### src/rtl/aws_pkg.sv
// Package with codes, levels and timing constants of the alarm signaller.
package aws_pkg;
  localparam int CODE_W = 10;
  localparam int LEVEL_W = 10;
  // Output level in hundredths of a volt.
  localparam logic [LEVEL_W-1:0] LVL_END_SCALE = 10'h3E8;
  localparam logic [LEVEL_W-1:0] LVL_SIGNAL_CAL = 10'h215;
  localparam logic [LEVEL_W-1:0] LVL_DATA_ERR = 10'h258;
  localparam logic [LEVEL_W-1:0] LVL_CUR_NOCAL = 10'h29A;
  localparam logic [LEVEL_W-1:0] LVL_VOLT_NOCAL = 10'h2DD;
  localparam logic [LEVEL_W-1:0] LVL_BOTH_NOCAL = 10'h320;
  localparam logic [LEVEL_W-1:0] LVL_EXT_TEMP = 10'h362;
  localparam logic [LEVEL_W-1:0] LVL_NONE = 10'h000;
  localparam logic [CODE_W-1:0] CODE_NONE = 10'h000;
  localparam logic [CODE_W-1:0] CODE_104 = 10'h068;
  localparam logic [CODE_W-1:0] CODE_105 = 10'h069;
  localparam logic [CODE_W-1:0] CODE_106 = 10'h06A;
  localparam logic [CODE_W-1:0] CODE_111 = 10'h06F;
  localparam logic [CODE_W-1:0] CODE_112 = 10'h070;
  localparam logic [CODE_W-1:0] CODE_113 = 10'h071;
  localparam logic [CODE_W-1:0] CODE_114 = 10'h072;
  localparam logic [CODE_W-1:0] CODE_115 = 10'h073;
  localparam logic [CODE_W-1:0] CODE_116 = 10'h074;
  localparam logic [CODE_W-1:0] CODE_211 = 10'h0D3;
  localparam logic [CODE_W-1:0] CODE_302 = 10'h12E;
  localparam logic [CODE_W-1:0] CODE_303 = 10'h12F;
  localparam int TEMP_W = 8;
  localparam logic [TEMP_W-1:0] CAL_TEMP_MAX_C = 8'h28;
  localparam longint CLK_HZ = 200000000;
  localparam longint TOGGLE_HZ = 1;
  localparam longint HALF_PERIOD_CYC = CLK_HZ / (2 * TOGGLE_HZ);
  localparam int TICK_W = 28;
  typedef enum logic [1:0] {AWS_IDLE, AWS_WARN, AWS_FAULT, AWS_CLEAR} aws_state_t;
endpackage

### src/rtl/aws_tick_if.sv
// Interface carrying the toggle tick between the alarm core and its timer.
`timescale 1ns/1ps
interface aws_tick_if;
  logic run;
  logic phase;
  modport timer (input run, output phase);
  modport core (output run, input phase);
endinterface

### src/rtl/aws_signaller.sv
// Alarm signaller: warning, fault escalation, output level, lamp and relay.
// Operation
// - Warning alternates error level with 10 V.
// - Warning blinks lamp, relay stays off.
// - START escalates warning to steady fault.
// - Codes 104-106, 302, 303 use 5.33 V.
// - Hot calibration temperature raises 115, 8.66 V.
// - Alternation toggles at 1 Hz.
// - Clear completes after clear bit returns low.
`timescale 1ns/1ps
module aws_signaller #(
  parameter logic [27:0] HALF_CYC = 28'(aws_pkg::HALF_PERIOD_CYC)
) (
  input wire logic clk,
  input wire logic rst,
  input wire logic err_valid,
  input wire logic [aws_pkg::CODE_W-1:0] err_code,
  input wire logic start,
  input wire logic error_clear_bit,
  input wire logic cal_request,
  input wire logic [aws_pkg::TEMP_W-1:0] cal_temp_c,
  input wire logic cal_temp_stable,
  output logic [aws_pkg::LEVEL_W-1:0] out_level,
  output logic alarm_lamp,
  output logic alarm_relay,
  output logic cal_blocked,
  output logic [aws_pkg::CODE_W-1:0] active_code
);
  aws_tick_if tk ();
  aws_pkg::aws_state_t state;
  aws_pkg::aws_state_t next_state;
  logic [aws_pkg::CODE_W-1:0] code;
  logic [aws_pkg::CODE_W-1:0] next_code;
  logic [aws_pkg::LEVEL_W-1:0] level;
  logic [aws_pkg::LEVEL_W-1:0] next_level;
  logic [aws_pkg::LEVEL_W-1:0] err_level;
  logic lamp;
  logic next_lamp;
  logic relay;
  logic next_relay;
  logic blocked;
  logic next_blocked;
  logic [aws_pkg::CODE_W-1:0] new_code;
  logic new_valid;
  logic new_blocked;
  logic [aws_pkg::CODE_W-1:0] lvl_code;
  logic seen_phase;
  logic next_seen_phase;
  logic [aws_pkg::TICK_W-1:0] hold_cnt;
  logic [aws_pkg::TICK_W-1:0] next_hold_cnt;

  aws_toggle_timer #(.HALF_CYC(HALF_CYC)) u_timer (
    .clk(clk),
    .rst(rst),
    .tk(tk.timer)
  );

  always_comb begin
    new_valid = err_valid;
    new_code = err_code;
    new_blocked = 1'b0;
    if (cal_request && cal_temp_c > aws_pkg::CAL_TEMP_MAX_C) begin
      new_valid = 1'b1;
      new_code = aws_pkg::CODE_115;
      new_blocked = 1'b1;
    end else if (cal_request && !cal_temp_stable) begin
      new_valid = 1'b1;
      new_code = aws_pkg::CODE_116;
      new_blocked = 1'b1;
    end
  end

  // A fresh error needs its level on the very edge that takes it, before code holds it.
  assign lvl_code = (state == aws_pkg::AWS_IDLE) ? new_code : code;

  always_comb begin
    case (lvl_code)
      aws_pkg::CODE_104, aws_pkg::CODE_105, aws_pkg::CODE_106,
      aws_pkg::CODE_302, aws_pkg::CODE_303: err_level = aws_pkg::LVL_SIGNAL_CAL;
      aws_pkg::CODE_211: err_level = aws_pkg::LVL_DATA_ERR;
      aws_pkg::CODE_111: err_level = aws_pkg::LVL_CUR_NOCAL;
      aws_pkg::CODE_112: err_level = aws_pkg::LVL_VOLT_NOCAL;
      aws_pkg::CODE_113, aws_pkg::CODE_114: err_level = aws_pkg::LVL_BOTH_NOCAL;
      aws_pkg::CODE_115, aws_pkg::CODE_116: err_level = aws_pkg::LVL_EXT_TEMP;
      default: err_level = aws_pkg::LVL_NONE;
    endcase
  end

  // Starting the count on the edge that enters warning keeps the first half as long as the others.
  assign tk.run = (next_state == aws_pkg::AWS_WARN);

  // The clear is held off while the bit stays high so a stuck bit cannot mask new errors half-way.
  always_comb begin
    next_state = state;
    next_code = code;
    next_level = aws_pkg::LVL_NONE;
    next_lamp = 1'b0;
    next_relay = 1'b0;
    next_blocked = blocked;
    case (state)
      aws_pkg::AWS_IDLE: begin
        if (new_valid) begin
          next_state = aws_pkg::AWS_WARN;
          next_code = new_code;
          next_blocked = new_blocked;
        end
      end
      aws_pkg::AWS_WARN: begin
        if (error_clear_bit) begin
          next_state = aws_pkg::AWS_CLEAR;
        end else if (start) begin
          next_state = aws_pkg::AWS_FAULT;
        end
      end
      aws_pkg::AWS_FAULT: begin
        if (error_clear_bit) begin
          next_state = aws_pkg::AWS_CLEAR;
        end
      end
      aws_pkg::AWS_CLEAR: begin
        if (!error_clear_bit) begin
          next_state = aws_pkg::AWS_IDLE;
          next_code = aws_pkg::CODE_NONE;
          next_blocked = 1'b0;
        end
      end
      default: next_state = aws_pkg::AWS_IDLE;
    endcase
    if (next_state == aws_pkg::AWS_WARN) begin
      next_level = tk.phase ? aws_pkg::LVL_END_SCALE : err_level;
      next_lamp = ~tk.phase;
      next_relay = 1'b0;
    end else if (next_state == aws_pkg::AWS_FAULT || next_state == aws_pkg::AWS_CLEAR) begin
      next_level = err_level;
      next_lamp = 1'b1;
      next_relay = 1'b1;
    end
  end

  always_ff @(posedge clk) begin
    if (rst) begin
      state <= aws_pkg::AWS_IDLE;
      code <= aws_pkg::CODE_NONE;
      level <= aws_pkg::LVL_NONE;
      lamp <= 1'b0;
      relay <= 1'b0;
      blocked <= 1'b0;
    end else begin
      state <= next_state;
      code <= next_code;
      level <= next_level;
      lamp <= next_lamp;
      relay <= next_relay;
      blocked <= next_blocked;
    end
  end

  always_comb begin
    next_seen_phase = tk.phase;
    next_hold_cnt = '0;
    if (tk.run && tk.phase == seen_phase) begin
      next_hold_cnt = hold_cnt + 28'h0000001;
    end else if (tk.run) begin
      next_hold_cnt = 28'h0000001;
    end
  end

  always_ff @(posedge clk) begin
    if (rst) begin
      seen_phase <= 1'b0;
      hold_cnt <= '0;
    end else begin
      seen_phase <= next_seen_phase;
      hold_cnt <= next_hold_cnt;
    end
  end

  assign out_level = level;
  assign alarm_lamp = lamp;
  assign alarm_relay = relay;
  assign cal_blocked = blocked;
  assign active_code = code;

  warn_relay_a: assert property (@(posedge clk) disable iff (rst)
    state == aws_pkg::AWS_WARN |=> !alarm_relay || state != aws_pkg::AWS_WARN)
    else $error("Relay energized during warning.");
  warn_level_a: assert property (@(posedge clk) disable iff (rst)
    state == aws_pkg::AWS_WARN && $past(state) == aws_pkg::AWS_WARN && tk.phase == $past(tk.phase)
    |-> out_level == (tk.phase ? aws_pkg::LVL_END_SCALE : err_level))
    else $error("Warning level wrong.");
  fault_steady_a: assert property (@(posedge clk) disable iff (rst)
    state == aws_pkg::AWS_WARN && start && !error_clear_bit
    |=> state == aws_pkg::AWS_FAULT ##1 alarm_lamp && alarm_relay && out_level == err_level)
    else $error("Fault outputs not steady.");
  shared_level_a: assert property (@(posedge clk) disable iff (rst)
    state == aws_pkg::AWS_FAULT && active_code == aws_pkg::CODE_302 |-> out_level == aws_pkg::LVL_SIGNAL_CAL)
    else $error("Code 302 level wrong.");
  hot_cal_a: assert property (@(posedge clk) disable iff (rst)
    state == aws_pkg::AWS_IDLE && cal_request && cal_temp_c > aws_pkg::CAL_TEMP_MAX_C
    |=> active_code == aws_pkg::CODE_115 && cal_blocked)
    else $error("Hot calibration not flagged.");
  unstable_cal_a: assert property (@(posedge clk) disable iff (rst)
    state == aws_pkg::AWS_IDLE && cal_request && cal_temp_c <= aws_pkg::CAL_TEMP_MAX_C && !cal_temp_stable
    |=> active_code == aws_pkg::CODE_116)
    else $error("Unstable calibration not flagged.");
  clear_hold_a: assert property (@(posedge clk) disable iff (rst)
    state == aws_pkg::AWS_CLEAR && error_clear_bit |=> state == aws_pkg::AWS_CLEAR)
    else $error("Clear finished with bit still set.");
  toggle_rate_a: assert property (@(posedge clk) disable iff (rst)
    $rose(tk.run) |-> !tk.phase [*8])
    else $error("Phase toggled too soon.");
  cover_warn_c: cover property (@(posedge clk) state == aws_pkg::AWS_WARN);
  cover_fault_c: cover property (@(posedge clk) state == aws_pkg::AWS_FAULT);
  cover_clear_c: cover property (@(posedge clk) state == aws_pkg::AWS_CLEAR ##1 state == aws_pkg::AWS_IDLE);
  phase_hold_a: assert property (@(posedge clk) disable iff (rst)
    tk.run && tk.phase != seen_phase |-> hold_cnt == HALF_CYC)
    else $error("Phase half period wrong.");
  phase_max_a: assert property (@(posedge clk) disable iff (rst)
    tk.run |-> hold_cnt <= HALF_CYC)
    else $error("Phase held too long.");
  warn_lamp_a: assert property (@(posedge clk) disable iff (rst)
    state == aws_pkg::AWS_WARN && $past(state) == aws_pkg::AWS_WARN && tk.phase == $past(tk.phase)
    |-> alarm_lamp == !tk.phase)
    else $error("Lamp not blinking with phase.");
  clear_done_a: assert property (@(posedge clk) disable iff (rst)
    state == aws_pkg::AWS_CLEAR && !error_clear_bit
    |=> state == aws_pkg::AWS_IDLE && active_code == aws_pkg::CODE_NONE && !alarm_lamp && !alarm_relay
    && out_level == aws_pkg::LVL_NONE)
    else $error("Clear did not release outputs.");
  err_noblock_a: assert property (@(posedge clk) disable iff (rst)
    state == aws_pkg::AWS_IDLE && err_valid && !cal_request |=> !cal_blocked)
    else $error("Calibration blocked by plain error.");
  cover_toggle_c: cover property (@(posedge clk) tk.run && tk.phase != seen_phase);
  cover_cal_block_c: cover property (@(posedge clk) state == aws_pkg::AWS_WARN && cal_blocked);
endmodule

### src/rtl/aws_toggle_timer.sv
// Half-period timer producing the 1 Hz alternation phase.
`timescale 1ns/1ps
module aws_toggle_timer #(
  parameter logic [27:0] HALF_CYC = 28'(aws_pkg::HALF_PERIOD_CYC)
) (
  input wire logic clk,
  input wire logic rst,
  aws_tick_if.timer tk
);
  logic [aws_pkg::TICK_W-1:0] cnt;
  logic [aws_pkg::TICK_W-1:0] next_cnt;
  logic phase;
  logic next_phase;

  always_comb begin
    next_cnt = cnt;
    next_phase = phase;
    if (!tk.run) begin
      next_cnt = '0;
      next_phase = 1'b0;
    end else if (cnt == HALF_CYC - 28'h0000001) begin
      next_cnt = '0;
      next_phase = ~phase;
    end else begin
      next_cnt = cnt + 28'h0000001;
    end
  end

  always_ff @(posedge clk) begin
    if (rst) begin
      cnt <= '0;
      phase <= 1'b0;
    end else begin
      cnt <= next_cnt;
      phase <= next_phase;
    end
  end

  assign tk.phase = phase;
endmodule

### config.mk
export PLATFORM = sky130hd
export DESIGN_NAME = aws_signaller
export DESIGN_NICKNAME = d
export VERILOG_FILES = /design/src/rtl/aws_pkg.sv /design/src/rtl/aws_tick_if.sv /design/src/rtl/aws_signaller.sv /design/src/rtl/aws_toggle_timer.sv
export SDC_FILE = /design/constraint.sdc
export NUM_CORES = 1
export LEC_CHECK = 0
export BUFFER_PORTS_ARGS = -buffer_cell sky130_fd_sc_hd__buf_4
export CORE_ASPECT_RATIO = 0.9
export CORE_MARGIN = 2
export CORE_UTILIZATION = 30
export CTS_BUF_LIST = sky130_fd_sc_hd__clkbuf_2 sky130_fd_sc_hd__clkbuf_4 sky130_fd_sc_hd__clkbuf_8
export CTS_CLUSTER_DIAMETER = 30
export CTS_CLUSTER_SIZE = 40
export DETAILED_ROUTE_END_ITERATION = 16
export SYNTH_ARGS = -nofsm -noshare
export SYNTH_HDL_FRONTEND = slang
export SYNTH_HIERARCHICAL = 1
export SYNTH_SLANG_ARGS = --single-unit
### constraint.sdc
create_clock -name clk -period 2.3 [get_ports clk]
set_input_delay 0.345 -clock clk [delete_from_list [all_inputs] [get_ports clk]]
set_output_delay 0.345 -clock clk [all_outputs]
set_load 0.02 [all_outputs]
==> results.toml <==
[pwr]
sw_frac_of_total_pct = 29.2
power_density_mw_per_mm2 = 604
p_leak_uw = 0.00126
ir_worst_vdd_mv = 0.264
p_seq_share_pct = 45.5
combPwrFrac_pct = 22.7
p_int_uw = 1530
power.switching_uw = 630
clockPowerShare_pct = 31.8

[synth]
syn_inst = 337
synth_top_area_share_pct = 35.5
syn-num-nets = 363
ys.flop_type = "dfxtp_1"
async_flop_share_pct = 0
yosysUniqueCellTypes = 72
yosysSeqAreaShare_pct = 35.5
synth_area_leaders = "dfxtp_1 35%, a21oi_1 6.0%, nor2_1 4.4%, nand3_1 3.1%, o31ai_1 2.8%"
synthesis.area_sq_mm = 0.00293
yosys.area.top_type = "dfxtp_1"
synth_area_per_cell_sq_um = 8.70
synth_edf_count = 0
ys_ff_latch = 52
yosysWarningCount = 6

[route]
drt_iter0_markers = 213
drtPass1Iterations = 5
vias = 2780
highest_layer = "met4"
viasPerCell = 5.39
wl_met1_microns = 3780
drc = 0
antenna_left = 0
wl_per_cell_microns = 15.1
drt_wl_total_microns = 7780
route.met2.wl_microns = 3400
dr_wl_met3_microns = 521

[placement]
hpwl_microns = 5910
placed_cell_area_sq_mm = 0.00345
pre_cts_ws_ns = 0.0691
port_buffers = 47
gp_congestion = 0.933

[sta]
tightest_slew_ns = 1.01
final-hold-violation-count = 0
min_period_ns = 2.09
relSlewSlack_pct = 32.4
timing.fmax_mhz = 477
drv_slew = 0
rsz0062_at_grt = "true"
clock_skew_ns = 0.00915
worst_slack_ns = 0.205
post-route-period-util_pct = 91.1
setup_viol = 0

[hold_path]
min_to = "active_code[8]$_SDFFE_PP0P_"
holdPathStages = 3
hold_class = "in2reg"
hp-start = "err_code[8]"

[worst_setup_path]
slowest_stage = "o31ai_4"
path_class = "reg2reg"
rr_worst_depth = 4
path_buf_inv = 0
worstReg2RegStart = "u_timer/cnt[17]$_SDFF_PP0_"
timing.rr.end = "u_timer/cnt[5]$_SDFF_PP0_"
path_max_fanout = 24
startpoint_type = "flop"
endpoint_kind = "flop"
rrSetupSlack_ns = 0.21
crit_chain = "nor4_1, nand4_1, o31ai_4, nor2_1"
crit_path_max_incr_delay_ns = 0.87
cp_top_family = "compound AO/OA/AOI/OAI gates"
crit_arrival_ns = 2.25
worst-endpoint-required_ns = 2.46

[clock_network]
cts-buffers-inserted = 5
post_cts_resized = 0
cts_tree = "yes"
cts.hold.buffers_added = 0
clk_transition_reported_paths_ns = 0.09
clock_sinks = 52
clock-root-buffer = "clkbuf_8"
post-cts-setup-buffer-count = 0
cts_buffer_depth = 2
htree_levels = 2
worstSkewPairLatency_ns = 0.31

[outcome]
status = "finished clean"

[cells_and_area]
drive_above_1_share_pct = 26.2
finalInstanceArea_sq_mm = 0.00358
diodes = 0
finalNetCount = 415
syn2layout_area_growth_pct = 22.0

[global_route]
grt_pass1_vias = 2641
grt_pass1_wl_microns = 13000
grt_remaining_overflow = 0
antenna_found_initial = 0
grt_start_max_net_pins = 25
grt_usage_pct = 15.2

[floorplanning]
die_height_microns = 97.8
ios = 48
die_x_microns = 108
core_region_area_sq_mm = 0.00957
start_util_pct = 30.6
dieArea_sq_mm = 0.0106
fp-row-count = 34

[job]
maxCapViolations = 0
power groups by stage:
stage | combinational (uW) | sequential, uW | clock [uW]
global placement | 486 | 1000 | 0
detailed placement | 488 | 1000 | 0
global route | 531 | 989 | 745
floorplan | 273 | 1030 | 0
finish | 490 | 983 | 687
CTS | 490 | 982 | 710
logic make-up after synthesis:
| logic type | synth area share [%] |
|---|---|
| AO/OA/AOI/OAI | 25.4 |
| XOR/XNOR | 3.58 |
| adder cells (fa/ha/maj) | 0.427 |
| buffers and inverters | 4.61 |
| flip-flops | 35.5 |
| AND/OR/NAND/NOR | 30.5 |
area by class of cell:
type	count	area (sq um)
Timing Repair Buffer	63	473
Multi-Input combinational cell	261	1760
Fill cell	977	5990
Tap cell	126	158
Inverter	6	22.5
Sequential cell	52	1040
Clock buffer	7	96.3
Clock inverter	1	30.0
layer usage:
metal | track usage, % | vias up
li1 | - | 1393
met1 | 22.0 | 1307
met2 | 22.4 | 74
met3 | 4.27 | 6
met4 | 3.85 | 0
met5 | 0 | -
tightest hold or removal path, delay by kind of cell:
| family | cells | cell delay [ns] |
|---|---|---|
| compound gates | 1 | 0.05 |
| buf+inv | 1 | 0.12 |
| simple gates | 1 | 0.06 |
state kept, by name, summed over array words and instances (netlist names):
register	count
active_code	10
alarm_relay	1
u_timer/cnt	28
u_timer/tk.phase	1
state	2
cal_blocked	1
out_level	8
alarm_lamp	1
cell usage after synthesis (all sizes together) (3+ instances only):
| cell | instances |
|---|---|
| nor2 | 34 |
| nand3 | 19 |
| xor2 | 8 |
| clkbuf | 3 |
| nor4b | 4 |
| or4 | 10 |
| o22ai | 3 |
| nand3b | 6 |
| and4 | 4 |
| xnor2 | 4 |
| a31oi | 6 |
| nor4 | 8 |
| nand2b | 3 |
| dfxtp | 52 |
| buf | 15 |
| and2 | 3 |
| a21oi | 36 |
| inv | 6 |
| nand4 | 13 |
| or2 | 3 |
| o21ai | 12 |
| o31ai | 15 |
| or3 | 6 |
| nor3 | 3 |
| nand2 | 24 |
| a211oi | 8 |
metrics by stage:
step	setup TNS, ns	utilization, %	instances	power (uW)	hold WS (ns)
final	0	37.4	516	2160	0.314
after CTS	0	37.4	516	2180	0.304
after floorplan	0	-	337	1310	0.412
after global routing	-0.00188	37.4	516	2270	0.315
after global placement	0	36.1	508	1490	0.426
after detailed placement	0	36.1	508	1490	0.436
placed cells by master (no fill, tap or decap), types with 5 or more instances in the layout:
cell type	n
a211oi_1	8
a21oi_1	35
a31oi_1	5
buf_4	63
clkbuf_8	7
dfxtp_1	52
inv_1	6
nand2_1	21
nand3_1	18
nand3b_1	6
nand4_1	12
nor2_1	34
nor4_1	6
o21ai_0	9
o31ai_1	11
or3_1	5
or4_1	8
xor2_1	8
worst max-delay path by stage:
stage                                          start                         to  slack (ns)  cells after the start
after floorplan                        cal_temp_c[7]    out_level[9]$_SDFF_PP0_        0.34                      6
after global placement                 cal_temp_c[4]  u_timer/cnt[5]$_SDFF_PP0_        0.12                      8
after detailed placement               cal_temp_c[4]  u_timer/cnt[5]$_SDFF_PP0_        0.07                      8
after CTS                 u_timer/cnt[17]$_SDFF_PP0_  u_timer/cnt[5]$_SDFF_PP0_        0.18                      4
after global routing      u_timer/cnt[17]$_SDFF_PP0_  u_timer/cnt[3]$_SDFF_PP0_      -0.002                      4
final                     u_timer/cnt[17]$_SDFF_PP0_  u_timer/cnt[5]$_SDFF_PP0_        0.21                      4
No activity file was read; power rests on OpenSTA's default activity.
